<file path="config.mk">
export PLATFORM = sky130hd
export DESIGN_NAME = plr_regs
export DESIGN_NICKNAME = d
export VERILOG_FILES = /design/src/design/plr_pkg.sv /design/src/design/plr_regs.sv
export SDC_FILE = /design/constraint.sdc
export NUM_CORES = 1
export LEC_CHECK = 0
export BUFFER_PORTS_ARGS = -buffer_cell sky130_fd_sc_hd__buf_2
export CAP_MARGIN = 10
export CORE_MARGIN = 1.5
export CORE_UTILIZATION = 40
export DETAILED_ROUTE_END_ITERATION = 8
export GPL_TIMING_DRIVEN = 0
export SLEW_MARGIN = 20
export SYNTH_ARGS = -nofsm -noshare
export SYNTH_HDL_FRONTEND = slang
export SYNTH_SLANG_ARGS = --single-unit
</file>
<file path="constraint.sdc">
create_clock -name ref_clk_i -period 2.5 [get_ports ref_clk_i]
set_clock_uncertainty 0.05 [all_clocks]
set_input_delay 0.5 -clock ref_clk_i [delete_from_list [all_inputs] [get_ports ref_clk_i]]
set_output_delay 0.5 -clock ref_clk_i [all_outputs]
set_load 0.005 [all_outputs]
</file>
<file path="src/design/plr_pkg.sv">
// plr_pkg: register map, field layout and decode tables for the loop-filter and
// lock-detect register slice. assumes 16-bit register words addressed by 8-bit index.
package plr_pkg;

   localparam int           DATA_W = 16;
   localparam int           ADDR_W = 8;

   // register addresses
   localparam logic [7:0]   ADDR_LOOP_FILTER_B = 8'h1F;
   localparam logic [7:0]   ADDR_LOCK_CONTROL  = 8'h21;
   localparam logic [7:0]   ADDR_CH1_WORD_A    = 8'h23;
   localparam logic [7:0]   ADDR_CH1_WORD_B    = 8'h24;
   localparam logic [7:0]   ADDR_CH1_WORD_C    = 8'h25;

   // reset values
   localparam logic [15:0]  RST_LOOP_FILTER_B = 16'h1E72;
   localparam logic [15:0]  RST_LOCK_CONTROL  = 16'h0007;
   localparam logic [15:0]  RST_CH1_WORD_A    = 16'h8000;
   localparam logic [15:0]  RST_CH1_WORD_B    = 16'h0000;
   localparam logic [15:0]  RST_CH1_WORD_C    = 16'h8003;
   localparam logic [15:0]  RD_UNMAPPED       = 16'h0000;

   // field positions
   localparam int           RES_LSB    = 5;
   localparam int           RES_W      = 4;
   localparam int           PCAP_LSB   = 0;
   localparam int           PCAP_W     = 5;
   localparam int           DLY_LSB    = 5;
   localparam int           DLY_W      = 2;
   localparam int           WIN_LSB    = 2;
   localparam int           WIN_W      = 3;
   localparam int           WAIT_LSB   = 0;
   localparam int           WAIT_W     = 2;

   // highest defined codes, plus the open-resistor and window-off codes
   localparam logic [3:0]   RES_CODE_MAX  = 4'hC;
   localparam logic [4:0]   PCAP_CODE_MAX = 5'h14;
   localparam logic [3:0]   RES_OPEN      = 4'h0;
   localparam logic [2:0]   WIN_OFF       = 3'h0;

   // detector-period decodes
   localparam logic [3:0]   DLY_P0 = 4'h2;
   localparam logic [3:0]   DLY_P1 = 4'h6;
   localparam logic [3:0]   DLY_P2 = 4'hA;
   localparam logic [3:0]   DLY_P3 = 4'hE;
   localparam logic [7:0]   WAIT_C0 = 8'h01;
   localparam logic [7:0]   WAIT_C1 = 8'h10;
   localparam logic [7:0]   WAIT_C2 = 8'h40;
   localparam logic [7:0]   WAIT_C3 = 8'h80;

   typedef struct packed {
      logic               wr;
      logic               rd;
      logic [ADDR_W-1:0]  addr;
      logic [DATA_W-1:0]  wdata;
   } plr_req_s;

   typedef struct packed {
      logic [3:0] zero_res_code;
      logic       zero_res_open;
      logic       zero_res_valid;
      logic [4:0] pole_cap_code;
      logic       pole_cap_valid;
      logic [3:0] pfd_reset_delay;
      logic [2:0] lock_window_code;
      logic       lock_detect_en;
      logic [7:0] lock_wait_cycles;
   } plr_ctrl_s;

endpackage

</file>
<file path="src/design/plr_regs.sv">
// plr_regs: loop-filter, lock-detect and channel-1 control words of the clock generator.
// assumes the serial configuration port decodes into one-cycle read/write strobes on ref_clk_i.
// assumes sys_rst_i is already synchronous to ref_clk_i, so it is used without a synchroniser.
`timescale 1ns/1ps

module plr_regs (
   // clock and reset
   input  wire logic                 ref_clk_i,
   input  wire logic                 sys_rst_i,
   // register port
   input  wire plr_pkg::plr_req_s    req_i,
   output logic [plr_pkg::DATA_W-1:0] rdata_o,
   output logic                      rvalid_o,
   output logic                      hit_o,
   // decoded analog controls
   output plr_pkg::plr_ctrl_s        ctrl_o,
   // raw channel-1 words
   output logic [plr_pkg::DATA_W-1:0] ch1_word_a_o,
   output logic [plr_pkg::DATA_W-1:0] ch1_word_b_o,
   output logic [plr_pkg::DATA_W-1:0] ch1_word_c_o
);

   ////////////////////////////////////////////////////////////////////////////////
   // storage: the five words exactly as software wrote them
   logic [plr_pkg::DATA_W-1:0] lf_b_reg,   lf_b_next;
   logic [plr_pkg::DATA_W-1:0] lock_reg,   lock_next;
   logic [plr_pkg::DATA_W-1:0] cha_reg,    cha_next;
   logic [plr_pkg::DATA_W-1:0] chb_reg,    chb_next;
   logic [plr_pkg::DATA_W-1:0] chc_reg,    chc_next;

   // read response
   logic [plr_pkg::DATA_W-1:0] rdata_reg,  rdata_next;
   logic                       rvalid_reg, rvalid_next;
   logic                       hit_reg,    hit_next;

   // decoded controls
   plr_pkg::plr_ctrl_s         ctrl_reg,   ctrl_next;
   logic [plr_pkg::RES_W-1:0]  res_code;
   logic [plr_pkg::PCAP_W-1:0] pcap_code;
   logic [plr_pkg::DLY_W-1:0]  dly_code;
   logic [plr_pkg::WIN_W-1:0]  win_code;
   logic [plr_pkg::WAIT_W-1:0] wait_code;

   // address selects and per-word write strobes
   logic                       sel_lf_b;
   logic                       sel_lock;
   logic                       sel_cha;
   logic                       sel_chb;
   logic                       sel_chc;
   logic                       sel_any;
   logic                       wr_lf_b;
   logic                       wr_lock;
   logic                       wr_cha;
   logic                       wr_chb;
   logic                       wr_chc;

   ////////////////////////////////////////////////////////////////////////////////
   // address decode, shared by the write and the read path
   always_comb begin
      sel_lf_b = (req_i.addr == plr_pkg::ADDR_LOOP_FILTER_B);
      sel_lock = (req_i.addr == plr_pkg::ADDR_LOCK_CONTROL);
      sel_cha  = (req_i.addr == plr_pkg::ADDR_CH1_WORD_A);
      sel_chb  = (req_i.addr == plr_pkg::ADDR_CH1_WORD_B);
      sel_chc  = (req_i.addr == plr_pkg::ADDR_CH1_WORD_C);
      sel_any  = sel_lf_b | sel_lock | sel_cha | sel_chb | sel_chc;
      // an unmapped address raises no strobe, so such writes are dropped
      wr_lf_b  = req_i.wr & sel_lf_b;
      wr_lock  = req_i.wr & sel_lock;
      wr_cha   = req_i.wr & sel_cha;
      wr_chb   = req_i.wr & sel_chb;
      wr_chc   = req_i.wr & sel_chc;
   end

   ////////////////////////////////////////////////////////////////////////////////
   // write path: whole words, reserved bits and undefined codes included, so readback is exact
   always_comb begin
      lf_b_next = lf_b_reg;
      lock_next = lock_reg;
      cha_next  = cha_reg;
      chb_next  = chb_reg;
      chc_next  = chc_reg;
      if (wr_lf_b) begin
         lf_b_next = req_i.wdata;
      end
      if (wr_lock) begin
         lock_next = req_i.wdata;
      end
      if (wr_cha) begin
         cha_next = req_i.wdata;
      end
      if (wr_chb) begin
         chb_next = req_i.wdata;
      end
      if (wr_chc) begin
         chc_next = req_i.wdata;
      end
   end

   ////////////////////////////////////////////////////////////////////////////////
   // read path: answers one cycle after the strobe, unmapped reads give zero;
   // it reads the stored words, so a write in the same cycle is seen only by the next read
   always_comb begin
      rdata_next  = rdata_reg;
      hit_next    = hit_reg;
      rvalid_next = req_i.rd;
      if (req_i.rd) begin
         hit_next = sel_any;
         if (sel_lf_b) begin
            rdata_next = lf_b_reg;
         end else if (sel_lock) begin
            rdata_next = lock_reg;
         end else if (sel_cha) begin
            rdata_next = cha_reg;
         end else if (sel_chb) begin
            rdata_next = chb_reg;
         end else if (sel_chc) begin
            rdata_next = chc_reg;
         end else begin
            rdata_next = plr_pkg::RD_UNMAPPED;
         end
      end
   end

   ////////////////////////////////////////////////////////////////////////////////
   // field slices of the stored words
   always_comb begin
      res_code  = lf_b_reg[plr_pkg::RES_LSB +: plr_pkg::RES_W];
      pcap_code = lf_b_reg[plr_pkg::PCAP_LSB +: plr_pkg::PCAP_W];
      dly_code  = lock_reg[plr_pkg::DLY_LSB +: plr_pkg::DLY_W];
      win_code  = lock_reg[plr_pkg::WIN_LSB +: plr_pkg::WIN_W];
      wait_code = lock_reg[plr_pkg::WAIT_LSB +: plr_pkg::WAIT_W];
   end

   ////////////////////////////////////////////////////////////////////////////////
   // field decode, registered so the analog side sees glitch-free levels;
   // codes past the defined range stay as written and only their valid flag drops
   always_comb begin

      ctrl_next.zero_res_code  = res_code;
      ctrl_next.zero_res_open  = (res_code == plr_pkg::RES_OPEN);
      ctrl_next.zero_res_valid = (res_code <= plr_pkg::RES_CODE_MAX);
      ctrl_next.pole_cap_code  = pcap_code;
      ctrl_next.pole_cap_valid = (pcap_code <= plr_pkg::PCAP_CODE_MAX);
      case (dly_code)
         2'h0:    ctrl_next.pfd_reset_delay = plr_pkg::DLY_P0;
         2'h1:    ctrl_next.pfd_reset_delay = plr_pkg::DLY_P1;
         2'h2:    ctrl_next.pfd_reset_delay = plr_pkg::DLY_P2;
         default: ctrl_next.pfd_reset_delay = plr_pkg::DLY_P3;
      endcase
      ctrl_next.lock_window_code = win_code;
      // window code 0h turns lock detection off whatever the timer field holds
      ctrl_next.lock_detect_en   = (win_code != plr_pkg::WIN_OFF);
      case (wait_code)
         2'h0:    ctrl_next.lock_wait_cycles = plr_pkg::WAIT_C0;
         2'h1:    ctrl_next.lock_wait_cycles = plr_pkg::WAIT_C1;
         2'h2:    ctrl_next.lock_wait_cycles = plr_pkg::WAIT_C2;
         default: ctrl_next.lock_wait_cycles = plr_pkg::WAIT_C3;
      endcase
   end

   ////////////////////////////////////////////////////////////////////////////////
   // register words, synchronous reset to their power-up values
   always_ff @(posedge ref_clk_i) begin
      if (sys_rst_i) begin
         lf_b_reg <= plr_pkg::RST_LOOP_FILTER_B;
         lock_reg <= plr_pkg::RST_LOCK_CONTROL;
         cha_reg  <= plr_pkg::RST_CH1_WORD_A;
         chb_reg  <= plr_pkg::RST_CH1_WORD_B;
         chc_reg  <= plr_pkg::RST_CH1_WORD_C;
      end else begin
         lf_b_reg <= lf_b_next;
         lock_reg <= lock_next;
         cha_reg  <= cha_next;
         chb_reg  <= chb_next;
         chc_reg  <= chc_next;
      end
   end

   ////////////////////////////////////////////////////////////////////////////////
   // read response; rdata_o and hit_o hold the last answer until the next read strobe
   always_ff @(posedge ref_clk_i) begin
      if (sys_rst_i) begin
         rdata_reg  <= plr_pkg::RD_UNMAPPED;
         rvalid_reg <= 1'b0;
         hit_reg    <= 1'b0;
      end else begin
         rdata_reg  <= rdata_next;
         rvalid_reg <= rvalid_next;
         hit_reg    <= hit_next;
      end
   end

   ////////////////////////////////////////////////////////////////////////////////
   // decoded controls: zeros in reset, decoded reset values one edge after release
   always_ff @(posedge ref_clk_i) begin
      if (sys_rst_i) begin
         ctrl_reg <= '0;
      end else begin
         ctrl_reg <= ctrl_next;
      end
   end

   ////////////////////////////////////////////////////////////////////////////////
   // outputs, all straight from flip-flops
   assign rdata_o      = rdata_reg;
   assign rvalid_o     = rvalid_reg;
   assign hit_o        = hit_reg;
   assign ctrl_o       = ctrl_reg;
   assign ch1_word_a_o = cha_reg;
   assign ch1_word_b_o = chb_reg;
   assign ch1_word_c_o = chc_reg;

endmodule // plr_regs

</file>
==> results.rst <==
.. list-table::
   :header-rows: 1

   * - Metric
     - Value
   * - Clock network fraction of total power
     - 54.5%
   * - Worst-case setup margin in the final layout
     - 277 ps
   * - Number of non-filler instances in the completed layout
     - 837
   * - Dominant synthesized flop cell
     - sky130_fd_sc_hd__dfxtp_1
   * - Chip width
     - 114 um
   * - Grt total ovfl
     - 0
   * - Switching share of power
     - 21.1%
   * - Wire length of the first global-routing pass
     - 23200 um
   * - Worst Path Arrival
     - 2510 ps
   * - Post-detailed-route DRC marker count
     - 0
   * - Via count of the routed design
     - 4415
   * - Resized cells post-CTS
     - 0
   * - Static power due to leakage
     - 2.78 nW
   * - Most frequent cell after synthesis
     - sky130_fd_sc_hd__dfxtp_1
   * - Die area
     - 12900 sq um
   * - Async set-reset flop share out of synthesis
     - 0%
   * - Placer Congestion
     - 0.933
   * - Number of enable flip-flop cells after synthesis
     - 0
   * - Run status
     - finished clean
   * - Largest cells by area after synthesis
     - sky130_fd_sc_hd__dfxtp_1 49%, sky130_fd_sc_hd__mux2i_1 6.7%, sky130_fd_sc_hd__nand2_1 6.7%
   * - CTS H-Tree Depth
     - 4
   * - Total number of yosys warnings
     - 0
   * - CP peak stage delay
     - 540 ps
   * - Standard cell with the maximum stage delay on the critical path
     - sky130_fd_sc_hd__clkbuf_1
   * - Area taken by multi-input logic gates
     - 2250 sq um
   * - Number of buffers inserted by hold repair at cts
     - 0
   * - Worst EP required
     - 2790 ps
   * - Final Routed Wirelength
     - 15300 um
   * - Post-CTS Setup Inserts
     - 0
   * - Final net count
     - 706
   * - Element type at the critical path end
     - flop
   * - IO Count
     - 122
   * - Clock insertion delay at the later pin of the skew report
     - 420 ps
   * - Fin. Hold Viols
     - 0
   * - HP Class
     - input pin to flop
   * - Final setup fails
     - 0
   * - Antenna Nets Post-Route
     - 0
   * - Largest net degree at the start of global routing
     - 17
   * - TritonCTS Sinks
     - 121
   * - Placed instance area
     - 5670 sq um
   * - Post-detailed-route wirelength per cell
     - 18.3 um
   * - Synthesized area
     - 4900 sq um
   * - Placed Cells incl. Taps
     - 806
   * - Number of global-route vias before repair
     - 4289
   * - DR vias/cell
     - 5.27
   * - Count of routing violations after the opening detailed-route iteration
     - 279
   * - Setup TNS
     - 0 ps
   * - Register area share after synthesis
     - 49.4%
   * - Pin slew with the least headroom to its limit
     - 800 ps
   * - Core Util, Final
     - 52.8%
   * - Highest clock frequency the design can meet
     - 450 MHz
   * - Initial antenna violation count
     - 0
   * - M2 GR Usage
     - 39.3%
   * - Pins Over Slew Limit
     - 0
   * - Die height
     - 114 um
   * - Clk buf depth
     - 2
   * - Layout Area Growth over Synthesis
     - 28.7%
   * - Final critical delay including setup and external delays
     - 2220 ps
   * - Initial core utilization
     - 41.0%
   * - CTS tree
     - built
   * - Power Dens Cells
     - 767 nW/um^2
   * - Row count
     - 40
   * - Unrepaired setup endpoints after global routing
     - no
   * - Leading area contributor after synthesis
     - sky130_fd_sc_hd__dfxtp_1
   * - Critical path peak fanout
     - 10
   * - Post-synth top cells
     - 121 x sky130_fd_sc_hd__dfxtp_1, 87 x sky130_fd_sc_hd__nand2_1, 57 x sky130_fd_sc_hd__nor2_1
   * - Sum of net half-perimeters after detailed placement
     - 10900 um
   * - Headroom to the max-slew limit
     - 46.7%
   * - Sequential cell fraction of total power
     - 40.6%
   * - Number of max-cap violations
     - 0
   * - Combined global-route utilization of all metal layers
     - 24.4%
   * - Internal power consumption
     - 3.82 mW
   * - CTS buffer count
     - 17
   * - Count of inserted antenna diode cells
     - 0
   * - Type of the worst setup path
     - input pin to flop
   * - Setup WS pre-CTS
     - -184 ps
   * - Cell type with the highest occurrence count on the critical path
     - sky130_fd_sc_hd__clkbuf_1
   * - Top cell family by delay on the critical path
     - buffers and inverters
   * - Mapped Cells
     - 541
   * - Sequential cell area
     - 2420 sq um
   * - Number of detailed-route iterations in the first pass
     - 5
   * - Final instance area
     - 6310 sq um
   * - Clock transition at path regs
     - 50 ps
   * - Peak supply drop
     - 0.435 mV
   * - Reported net switching power
     - 1.02 mW
   * - Placeable core area
     - 12000 sq um
   * - Comb pwr share
     - 4.9%
   * - Average cell area after synthesis
     - 9.06 sq um
   * - Startpoint Class
     - input pin
   * - Count of input and output buffers
     - 114
   * - Final period utilization
     - 88.9%
   * - Number of synthesized register bits
     - 121
   * - Met1 demand-to-capacity share in global routing
     - 30.4%
   * - Post-synth top area share
     - 49.4%
   * - Max FFs per register
     - 23
   * - Number of fillers in the final layout
     - 1145
   * - WP buf/inv
     - 3
   * - Global routing usage on met3
     - 7.39%
   * - Most congested layer reported by global routing
     - met2
   * - Number of different library cells in the post-synthesis netlist
     - 45
   * - Clock tree root driver cell
     - sky130_fd_sc_hd__clkbuf_16
   * - Ratio of cells with drive above 1 in the final layout
     - 27.2%
   * - Crit-path cells
     - buf_2 > nor4_2 > and4_1 > clkbuf_1 > clkbuf_1 > nand2_1 > a21oi_1
==> layout make-up <==
| type | count | share of cell area, % |
|---|---|---|
| sequential | 121 | 38.4 |
| clock buffer | 23 | 7.89 |
| multi-input combinational | 372 | 35.7 |
| inverter | 5 | 0.297 |
| tap | 147 | 2.91 |
| clock inverter | 8 | 2.22 |
| buffer | 47 | 3.57 |
| timing repair buffer | 114 | 9.04 |
==> per-layer routing <==
layer  vias up  wire length, um
met2       171             7210
li1       2145                -
met4         0              387
met3        36             1160
met5         -                0
met1      2063             6590
==> stage by stage <==
step	hold slack (ps)	total power, mW
after floorplan	385	2.12
final	286	4.84
after detailed placement	399	2.24
after global routing	303	4.97
after CTS	282	4.86
after global placement	395	2.23
==> power by group through the flow <==
stage | sequential, mW | combinational, mW | clock (mW)
floorplan | 2.00 | 0.113 | 0
global placement | 2.00 | 0.229 | 0
detailed placement | 2.00 | 0.234 | 0
CTS | 1.96 | 0.234 | 2.66
global route | 1.96 | 0.253 | 2.75
finish | 1.96 | 0.236 | 2.64
==> cells in the final DEF, fill, tap and decap left out, types with 2 or more instances in the layout <==
| cell type | n |
|---|---|
| sky130_fd_sc_hd__or2_2 | 2 |
| sky130_fd_sc_hd__nand3_1 | 31 |
| sky130_fd_sc_hd__o211ai_1 | 2 |
| sky130_fd_sc_hd__buf_2 | 120 |
| sky130_fd_sc_hd__or3_1 | 2 |
| sky130_fd_sc_hd__nand2b_1 | 4 |
| sky130_fd_sc_hd__a21oi_1 | 40 |
| sky130_fd_sc_hd__buf_6 | 3 |
| sky130_fd_sc_hd__buf_1 | 2 |
| sky130_fd_sc_hd__nand2_1 | 87 |
| sky130_fd_sc_hd__nand4_1 | 2 |
| sky130_fd_sc_hd__or4_1 | 3 |
| sky130_fd_sc_hd__nor3_1 | 3 |
| sky130_fd_sc_hd__clkbuf_8 | 5 |
| sky130_fd_sc_hd__mux2_2 | 24 |
| sky130_fd_sc_hd__nor2b_1 | 20 |
| sky130_fd_sc_hd__nor4bb_1 | 3 |
| sky130_fd_sc_hd__conb_1 | 5 |
| sky130_fd_sc_hd__a31oi_1 | 5 |
| sky130_fd_sc_hd__and3_1 | 4 |
| sky130_fd_sc_hd__bufinv_16 | 4 |
| sky130_fd_sc_hd__nor4_4 | 2 |
| sky130_fd_sc_hd__a2111oi_0 | 11 |
| sky130_fd_sc_hd__a311oi_1 | 5 |
| sky130_fd_sc_hd__clkbuf_1 | 32 |
| sky130_fd_sc_hd__mux2i_1 | 33 |
| sky130_fd_sc_hd__dfxtp_1 | 121 |
| sky130_fd_sc_hd__clkinv_2 | 4 |
| sky130_fd_sc_hd__inv_1 | 4 |
| sky130_fd_sc_hd__nor2_1 | 57 |
| sky130_fd_sc_hd__o21ai_0 | 3 |
| sky130_fd_sc_hd__clkbuf_16 | 17 |
| sky130_fd_sc_hd__buf_4 | 5 |
| sky130_fd_sc_hd__a221oi_1 | 10 |
==> cell families (layout without fill, tap and decap cells) <==
kind of cell | Yosys count | after routing | synth area share [%]
AO/OA/AOI/OAI | 81 | 81 | 10.8
buffers and inverters | 52 | 197 | 4.98
AND/OR/NAND/NOR | 229 | 229 | 22.5
other | 1 | 5 | 0.0765
flip-flops | 121 | 121 | 49.4
multiplexers | 57 | 57 | 12.2
==> final timing paths <==
| path | depth (start not counted) | slack, ps | startpoint | end |
|---|---|---|---|---|
| hold / removal | 2 | 290 | sys_rst_i | ctrl_o[10] |
| setup reg to reg | 4 | 1060 | ch1_word_b_o[0] | rdata_o[0] |
| hold reg to reg | 2 | 410 | lf_b_reg[14] | lf_b_reg[14] |
| setup / recovery | 7 | 280 | req_i[19] | ch1_word_a_o[7] |
Note: power is estimated with default switching activity, not from simulation.
